File: config.mk
export PLATFORM = sky130hd
export DESIGN_NAME = uvlim_drive_flat
export DESIGN_NICKNAME = d
export VERILOG_FILES = /design/src/logic/uvlim_pkg.sv /design/src/logic/uvlim_if.sv /design/src/logic/uvlim_drive.sv /design/src/flat_wrapper.sv
export VERILOG_INCLUDE_DIRS = /design/src /design/src/logic
export SDC_FILE = /design/constraint.sdc
export NUM_CORES = 1
export LEC_CHECK = 0
export BUFFER_PORTS_ARGS = -buffer_cell sky130_fd_sc_hd__buf_2
export CORE_MARGIN = 10
export CORE_UTILIZATION = 60
export CTS_BUF_LIST = sky130_fd_sc_hd__clkbuf_8
export DETAILED_ROUTE_END_ITERATION = 8
export GPL_TIMING_DRIVEN = 0
export PLACE_DENSITY = 0.75
export SLEW_MARGIN = 20
export SYNTH_ARGS = -nofsm -noshare
export SYNTH_HDL_FRONTEND = slang
export SYNTH_SLANG_ARGS = --single-unit
File: constraint.sdc
create_clock -name mclk -period 62.7 [get_ports mclk]
set_input_delay 12.54 -clock mclk [delete_from_list [all_inputs] [get_ports mclk]]
set_output_delay 12.54 -clock mclk [all_outputs]
set_load 0.05 [all_outputs]
File: src/logic/uvlim_regs.svh
// constants for the undervoltage torque limiter
// assumes: included by bare name by both ends and the carrier
`ifndef UVLIM_REGS_SVH
`define UVLIM_REGS_SVH
`define UV_SEL_OFF 2'h0
`define UV_SEL_HOST 2'h1
`define UV_SEL_DRIVE 2'h2
`define TLIM_MIN 7'h0a
`define TLIM_MAX 7'h64
`define TLIM_DEF 7'h32
`define TLIM_FULL 7'h64
`define REL_MIN 10'h00a
`define REL_MAX 10'h3e8
`define REL_DEF 10'h064
`define HOLD_MIN 16'h0014
`define HOLD_MAX 16'hc350
`define HOLD_DEF 16'h0014
`define MS_NS 1000000
`define CLK_NS 4
`define CYC_PER_MS (`MS_NS / `CLK_NS)
// apb register offsets of the host controller
`define A_CTRL 8'h00
`define A_TLIM 8'h04
`define A_REL 8'h08
`define A_HOLD 8'h0c
`define A_STAT 8'h10
`endif

File: src/logic/uvlim_pkg.sv
// types shared by both ends of the undervoltage link
// assumes: nothing
package uvlim_pkg;
  typedef logic [1:0] uvSel_t;
  typedef logic [6:0] pct_t;
endpackage

File: src/logic/uvlim_if.sv
// link between the drive and the host motion controller
// assumes: one clock for both ends
`timescale 1ns/100ps
interface uvlim_if;
  // settings from host
  uvlim_pkg::uvSel_t undervoltage_function_select;
  uvlim_pkg::pct_t reduced_voltage_torque_limit;
  logic [9:0] torque_limit_release_time;
  logic [15:0] power_loss_hold_time;
  logic servoOnCmd;
  logic servo_off_command;
  logic hostTorqueLimit;
  // status from drive
  logic uvWarn;
  logic servoReady;
  uvlim_pkg::pct_t torqueLimit;
  modport drive (input undervoltage_function_select, reduced_voltage_torque_limit, torque_limit_release_time,
    power_loss_hold_time, servoOnCmd, servo_off_command, hostTorqueLimit,
    output uvWarn, servoReady, torqueLimit);
  modport host (output undervoltage_function_select, reduced_voltage_torque_limit, torque_limit_release_time,
    power_loss_hold_time, servoOnCmd, servo_off_command, hostTorqueLimit,
    input uvWarn, servoReady, torqueLimit);
endinterface

File: src/logic/uvlim_drive.sv
// drive end: undervoltage warning, internal torque limit, power-loss hold
// assumes: dcLow and mainOn are synchronous to mclk
// Summary of operation
// - select field: off, host limits, drive limits
// - host limits torque during warning
// - drive mode applies reduced limit at warning
// - drive mode releases limit over release time
// - reduced limit 10 to 100 percent, default 50
// - release time 10 to 1000 ms, default 100
// - hold time 20 to 50000 ms, default 20
// - operator sets 1000 ms hold for sag ride-through
// - keep torque limited when power returns (drive mode only; in host mode the host limit drops as soon as warning clears)
// - vertical axis limit not below holding torque
// - host sends servo off for immediate removal
// - warn when DC bus falls below threshold
// - ride through short loss, else servo off
//
// The placing of the registers and the APB slave port were decided locally.
`timescale 1ns/100ps
`include "uvlim_regs.svh"
module uvlim_drive #(
  parameter int CYC_MS = `CYC_PER_MS
) (
  // clock and reset
  input wire logic mclk,
  input wire logic rst_b,
  // link
  uvlim_if.drive lnk,
  // power stage
  input wire logic dcLow,
  input wire logic mainOn,
  output logic motorPower,
  output logic currentLimit
);
  typedef enum logic [2:0] {
    LIM_IDLE = 3'b001,
    LIM_HOLD = 3'b010,
    LIM_RAMP = 3'b100
  } limState_t;

  function automatic uvlim_pkg::pct_t clampPct(input uvlim_pkg::pct_t v);
    if (v < `TLIM_MIN)
      return `TLIM_MIN;
    else if (v > `TLIM_MAX)
      return `TLIM_MAX;
    return v;
  endfunction

  limState_t state_reg;
  logic [17:0] msDiv_reg;
  logic msTick;
  logic [15:0] lossMs_reg;
  logic [9:0] rampMs_reg;
  logic [9:0] relTime;
  logic [15:0] holdTime;
  logic detectOn;
  logic servoOn_reg;
  uvlim_pkg::pct_t limBase;
  logic [16:0] rampProd;
  uvlim_pkg::pct_t rampLim;

  assign detectOn = lnk.undervoltage_function_select == `UV_SEL_HOST ||
                    lnk.undervoltage_function_select == `UV_SEL_DRIVE;
  assign limBase = clampPct(lnk.reduced_voltage_torque_limit);
  assign relTime = lnk.torque_limit_release_time < `REL_MIN ? `REL_MIN :
                   lnk.torque_limit_release_time > `REL_MAX ? `REL_MAX : lnk.torque_limit_release_time;
  assign holdTime = lnk.power_loss_hold_time < `HOLD_MIN ? `HOLD_MIN :
                    lnk.power_loss_hold_time > `HOLD_MAX ? `HOLD_MAX : lnk.power_loss_hold_time;
  assign msTick = msDiv_reg == 18'(CYC_MS - 1);

  always_ff @(posedge mclk) begin
    if (!rst_b || msTick)
      msDiv_reg <= '0;
    else
      msDiv_reg <= msDiv_reg + 18'h1;
  end

  // warning follows the bus level while detection is on
  always_ff @(posedge mclk) begin
    if (!rst_b)
      lnk.uvWarn <= 1'b0;
    else
      lnk.uvWarn <= detectOn && dcLow;
  end

  always_ff @(posedge mclk) begin
    if (!rst_b)
      currentLimit <= 1'b0;
    else
      currentLimit <= detectOn && dcLow;
  end

  // power-loss timer counts whole milliseconds with main power off
  always_ff @(posedge mclk) begin
    if (!rst_b || mainOn)
      lossMs_reg <= '0;
    else if (msTick && lossMs_reg != 16'hffff)
      lossMs_reg <= lossMs_reg + 16'h1;
  end

  // servo off on long loss; back on when power returns if still commanded
  always_ff @(posedge mclk) begin
    if (!rst_b || lnk.servo_off_command)
      servoOn_reg <= 1'b0;
    else if (!mainOn && lossMs_reg >= holdTime)
      servoOn_reg <= 1'b0;
    else if (lnk.servoOnCmd && mainOn)
      servoOn_reg <= 1'b1;
  end

  always_ff @(posedge mclk) begin
    if (!rst_b)
      motorPower <= 1'b0;
    else
      motorPower <= servoOn_reg && (mainOn || lossMs_reg < holdTime);
  end

  always_ff @(posedge mclk) begin
    if (!rst_b)
      lnk.servoReady <= 1'b0;
    else
      lnk.servoReady <= mainOn || lossMs_reg < holdTime;
  end

  always_ff @(posedge mclk) begin
    if (!rst_b)
      state_reg <= LIM_IDLE;
    else begin
      case (state_reg)
        LIM_IDLE:
          if (lnk.uvWarn && lnk.undervoltage_function_select == `UV_SEL_DRIVE)
            state_reg <= LIM_HOLD;
        LIM_HOLD:
          if (!lnk.uvWarn)
            state_reg <= LIM_RAMP;
        LIM_RAMP:
          if (lnk.uvWarn)
            state_reg <= LIM_HOLD;
          else if (msTick && rampMs_reg + 10'h1 >= relTime)
            state_reg <= LIM_IDLE;
        default:
          state_reg <= LIM_IDLE;
      endcase
    end
  end

  always_ff @(posedge mclk) begin
    if (!rst_b || state_reg != LIM_RAMP)
      rampMs_reg <= '0;
    else if (msTick)
      rampMs_reg <= rampMs_reg + 10'h1;
  end

  // linear interpolation; ends exactly at full torque at release time
  assign rampProd = 17'((`TLIM_FULL - limBase) * rampMs_reg);
  assign rampLim = 7'(limBase + 7'(rampProd / 17'(relTime)));

  // limit stays reduced through the return of power until ramp ends
  always_ff @(posedge mclk) begin
    if (!rst_b)
      lnk.torqueLimit <= `TLIM_FULL;
    else begin
      case (state_reg)
        LIM_HOLD: lnk.torqueLimit <= limBase;
        LIM_RAMP: lnk.torqueLimit <= rampLim;
        default: lnk.torqueLimit <= `TLIM_FULL;
      endcase
    end
  end
endmodule

File: src/flat_wrapper.sv
// flat-port wrapper written by rule: the top's interface ports become plain ports
module uvlim_drive_flat 
#(
  parameter int CYC_MS = `CYC_PER_MS
)
  (mclk, rst_b, dcLow, mainOn, motorPower, currentLimit, lnk_undervoltage_function_select, lnk_reduced_voltage_torque_limit, lnk_torque_limit_release_time, lnk_power_loss_hold_time, lnk_servoOnCmd, lnk_servo_off_command, lnk_hostTorqueLimit, lnk_uvWarn, lnk_servoReady, lnk_torqueLimit);
  uvlim_if lnk_i ();
  input wire logic mclk;
  input wire logic rst_b;
  input wire logic dcLow;
  input wire logic mainOn;
  output logic motorPower;
  output logic currentLimit;
  input wire logic [$bits(lnk_i.undervoltage_function_select)-1:0] lnk_undervoltage_function_select;
  input wire logic [$bits(lnk_i.reduced_voltage_torque_limit)-1:0] lnk_reduced_voltage_torque_limit;
  input wire logic [$bits(lnk_i.torque_limit_release_time)-1:0] lnk_torque_limit_release_time;
  input wire logic [$bits(lnk_i.power_loss_hold_time)-1:0] lnk_power_loss_hold_time;
  input wire logic [$bits(lnk_i.servoOnCmd)-1:0] lnk_servoOnCmd;
  input wire logic [$bits(lnk_i.servo_off_command)-1:0] lnk_servo_off_command;
  input wire logic [$bits(lnk_i.hostTorqueLimit)-1:0] lnk_hostTorqueLimit;
  output wire logic [$bits(lnk_i.uvWarn)-1:0] lnk_uvWarn;
  output wire logic [$bits(lnk_i.servoReady)-1:0] lnk_servoReady;
  output wire logic [$bits(lnk_i.torqueLimit)-1:0] lnk_torqueLimit;
  assign lnk_i.undervoltage_function_select = lnk_undervoltage_function_select;
  assign lnk_i.reduced_voltage_torque_limit = lnk_reduced_voltage_torque_limit;
  assign lnk_i.torque_limit_release_time = lnk_torque_limit_release_time;
  assign lnk_i.power_loss_hold_time = lnk_power_loss_hold_time;
  assign lnk_i.servoOnCmd = lnk_servoOnCmd;
  assign lnk_i.servo_off_command = lnk_servo_off_command;
  assign lnk_i.hostTorqueLimit = lnk_hostTorqueLimit;
  assign lnk_uvWarn = lnk_i.uvWarn;
  assign lnk_servoReady = lnk_i.servoReady;
  assign lnk_torqueLimit = lnk_i.torqueLimit;
  uvlim_drive #(.CYC_MS(CYC_MS)) u_core (.mclk(mclk), .rst_b(rst_b), .lnk(lnk_i), .dcLow(dcLow), .mainOn(mainOn), .motorPower(motorPower), .currentLimit(currentLimit));
endmodule
==> impl_metrics.yaml <==
clocking:
  postCtsSetupBuffers: 0
  cts_repair_resize_count: 0
  clock_tree.root_cell: "sky130_fd_sc_hd__clkbuf_8"
  max_clock_buf_depth: 2
  postCtsHoldBufs: 0
  tritoncts_clock_tree: "done"
  path_clk_slew_ns: 0.06
  htreeDepth: 3
  clkSinkCount: 58
  clkLatencyLatePin_ns: 0.34
  cts_made_buffers: 9
placed_design:
  gp_routability_congestion: 0.900
  detailedPlacementHpwl_mm: 26.0
  port-buffer-count: 48
floorplanning:
  ioPinCount: 53
  die-height_microns: 167
  rows: 53
  initial_utilization_pct: 61.5
  die-area_sq_mm: 0.0280
  core_region_area_sq_mm: 0.0212
  die_x_microns: 167
setup_path:
  critical_path.top_delay_family: "compound AO/OA/AOI/OAI gates"
  timing.setup.critical_path_class: "primary input to flop"
  worst_r2r_path_depth: 163
  regToRegEndpoint: "u_core.lnk.torqueLimit[6]$_SDFF_PN1_"
  worst_setup_path_startpoint: "lnk_reduced_voltage_torque_limit[5]"
  worst-path-stages: 169
  critPathMaxFanout: 10
  worst_ep_arrival_time_ns: 54.25
  critical_path.reg2reg.startpoint: "u_core.rampMs_reg[3]$_SDFFE_PP0P_"
  setup.reg_to_reg.worst_slack_ns: 22.43
  worst_setup_path_endpoint: "u_core.lnk.torqueLimit[6]$_SDFF_PN1_"
  crit_slowest_cell: "sky130_fd_sc_hd__a211oi_1"
  setup.worst_path.end_class: "flop"
  cp.required_ns: 62.91
  worst_setup_path_start_kind: "primary input"
  worst_path_largest_cell_delay_ns: 0.78
  timing.critical_path.buf_inv: 16
logic_synthesis:
  ys_async_sr_fraction_pct: 0
  mappedNetlistArea_sq_mm: 0.0130
  synthDominantAreaCellType: "sky130_fd_sc_hd__ha_1"
  synth.top_cell.area_share_pct: 18.5
  post_synth_most_frequent_cells: "sky130_fd_sc_hd__ha_1, sky130_fd_sc_hd__nand2_1, sky130_fd_sc_hd__nor2_1"
  synth-seq-cells: 58
  synth_cell_types: 97
  synth_sequential_area_ratio_pct: 8.92
  synthMostInstantiatedCell: "sky130_fd_sc_hd__ha_1"
  postSynthAreaPerCell_sq_um: 7.70
  synthesis.instances: 1690
  post_synth_main_area_contributors: "sky130_fd_sc_hd__ha_1, sky130_fd_sc_hd__fa_1, sky130_fd_sc_hd__dfxtp_1"
  number_of_synthesized_flops_with_an_enable_pin: 0
  ys.warnings.count: 0
  synth_flop_cell: "sky130_fd_sc_hd__dfxtp_1"
global_route:
  grt_antenna_before_repair: 0
  largest_net_degree_at_the_start_of_global_routing: 16
  vias_in_the_first_global_route: 11900
  grt.total_usage_pct: 21.8
  grt_pass1_wl_mm: 54.0
  grt.overflow.total: 0
route:
  firstDrtPassIters: 7
  wl_mm: 31.2
  num_vias: 12200
  detail_route.wl_per_cell_microns: 15.2
  detail_route.iter0.violations: 614
  route.detailed.drc: 0
  vias_per_cell: 5.94
  antenna_violating_nets_post_route: 0
run_status:
  status: "finished, final reports clean"
cells_and_area:
  fillCellCount: 1918
  num_antenna_cells: 0
  net_count_final: 2075
  layout-drive-gt1-share_pct: 7.98
  largest_register_ff_count: 18
  layout-area-overhead-vs-synth_pct: 7.26
sta:
  worst_slew_margin_rel_pct: 33.7
  finalCritPeriodShare_pct: 86.2
  finalHoldViolations: 0
  fin_skew_ns: 0.0104
  final_period_minus_worst_setup_slack_ns: 54.04
  setup_repair_after_global_routing_missed_its_margin: "false"
  timing.setup.tns_ns: 0
  fmaxAchievable_mhz: 18.5
  report.final.setup_viol: 0
  worstMarginPinSlew_ns: 0.994
  max_slew_violation_count: 0
flow_run:
  cap_viol_max_count: 0
min_path:
  min-delay-path-class: "flop to flop"
[worst min path at each step]
| stage | start | to | slack (ns) | depth (start not counted) |
|---|---|---|---|---|
| 2_1_floorplan | u_core.msDiv_reg[0]$_SDFF_PP0_ | u_core.msDiv_reg[0]$_SDFF_PP0_ | 0.42 | 1 |
| 3_3_place_gp | u_core.msDiv_reg[0]$_SDFF_PP0_ | u_core.msDiv_reg[0]$_SDFF_PP0_ | 0.43 | 1 |
| 3_5_place_dp | u_core.servoOn_reg$_SDFFE_PP0P_ | u_core.motorPower$_SDFF_PN0_ | 0.45 | 1 |
| 4_1_cts | u_core.servoOn_reg$_SDFFE_PP0P_ | u_core.motorPower$_SDFF_PN0_ | 0.47 | 1 |
| 5_1_grt | u_core.servoOn_reg$_SDFFE_PP0P_ | u_core.motorPower$_SDFF_PN0_ | 0.49 | 1 |
| 6_report | u_core.servoOn_reg$_SDFFE_PP0P_ | u_core.motorPower$_SDFF_PN0_ | 0.46 | 1 |
[metrics by stage]
step | cell area [sq um] | hold WS, ns | util [%] | setup WS, ns | std cells
floorplan | 13100 | 0.418 | - | 15.41 | 1714
global placement | 13700 | 0.428 | 64.7 | 9.12 | 2037
detailed placement | 13700 | 0.450 | 64.9 | 8.89 | 2039
CTS | 14000 | 0.465 | 66.0 | 9.10 | 2055
global route | 14000 | 0.487 | 66.0 | 5.64 | 2055
finish | 14000 | 0.462 | 66.0 | 8.66 | 2055
[kinds of logic (layout without fill, tap and decap cells)]
family                     Yosys count  count (layout)  share of synthesized area, %
muxes                               35              35                          2.95
AOI/OAI and AO/OA                  443             443                          23.0
adders and majority gates          259             259                          28.7
DFF                                 58              58                          8.92
buffers and inverters              169             235                          4.97
other                                2              26                        0.0577
xor gates and xnor gates           109             109                          7.44
and+or+nand+nor                    615             615                          23.9
[per-layer routing]
layer	vias up	global-route usage [%]	wire length, microns	share of wire, %
li1	6205	-	-	-
met1	5802	27.8	14700	47
met2	186	39.3	15400	50
met3	22	1.76	855	2.7
met4	0	3.97	207	0.66
met5	-	0	0	0
[cell usage in the layout, fill, tap and decap left out, types with 11 or more instances in the layout]
| master | Yosys | final |
|---|---|---|
| sky130_fd_sc_hd__ha_1 | 192 | 192 |
| sky130_fd_sc_hd__nand2_1 | 151 | 151 |
| sky130_fd_sc_hd__nor2_1 | 135 | 135 |
| sky130_fd_sc_hd__inv_1 | 128 | 129 |
| sky130_fd_sc_hd__a21oi_1 | 107 | 107 |
| sky130_fd_sc_hd__o21ai_0 | 82 | 82 |
| sky130_fd_sc_hd__fa_1 | 66 | 66 |
| sky130_fd_sc_hd__xnor2_1 | 58 | 58 |
| sky130_fd_sc_hd__dfxtp_1 | 58 | 58 |
| sky130_fd_sc_hd__nor3_1 | 57 | 57 |
| sky130_fd_sc_hd__buf_2 | 4 | 52 |
| sky130_fd_sc_hd__o21a_1 | 51 | 51 |
| sky130_fd_sc_hd__nand3_1 | 50 | 50 |
| sky130_fd_sc_hd__xor2_1 | 50 | 50 |
| sky130_fd_sc_hd__and2_1 | 49 | 49 |
| sky130_fd_sc_hd__nor2b_1 | 41 | 40 |
| sky130_fd_sc_hd__a21o_1 | 38 | 38 |
| sky130_fd_sc_hd__nand2b_1 | 34 | 34 |
| sky130_fd_sc_hd__clkbuf_1 | 28 | 28 |
| sky130_fd_sc_hd__conb_1 | 2 | 26 |
| sky130_fd_sc_hd__o31ai_1 | 25 | 24 |
| sky130_fd_sc_hd__or3_1 | 23 | 23 |
| sky130_fd_sc_hd__mux2_2 | 19 | 19 |
| sky130_fd_sc_hd__o211ai_1 | 16 | 16 |
| sky130_fd_sc_hd__a31oi_1 | 14 | 14 |
| sky130_fd_sc_hd__mux2i_1 | 14 | 14 |
| sky130_fd_sc_hd__nand4_1 | 11 | 11 |
| sky130_fd_sc_hd__clkbuf_8 | 0 | 11 |
[area by class of cell]
type	count	area, sq um	area share (%)
Buffer	39	159	1.14
Clock buffer	11	151	1.08
Clock inverter	5	77.6	0.556
Inverter	130	488	3.50
Multi-Input combinational cell	1487	11300	81.1
Sequential cell	58	1160	8.32
Tap cell	275	344	2.47
Timing Repair Buffer	50	263	1.88
[worst register-to-register path: cells and delay by family, from the launching register on]
family	cells	cell delay (ns)
AOI/OAI and AO/OA	76	18.14
adders and majority gates	22	7.48
buffers and inverters	16	3.50
DFF	1	0.34
muxes	8	2.46
and+or+nand+nor	41	8.23
Power is left out: the tool's default activity adds up to more than one toggle a clock period on the data nets, which glitch-free logic cannot reach.
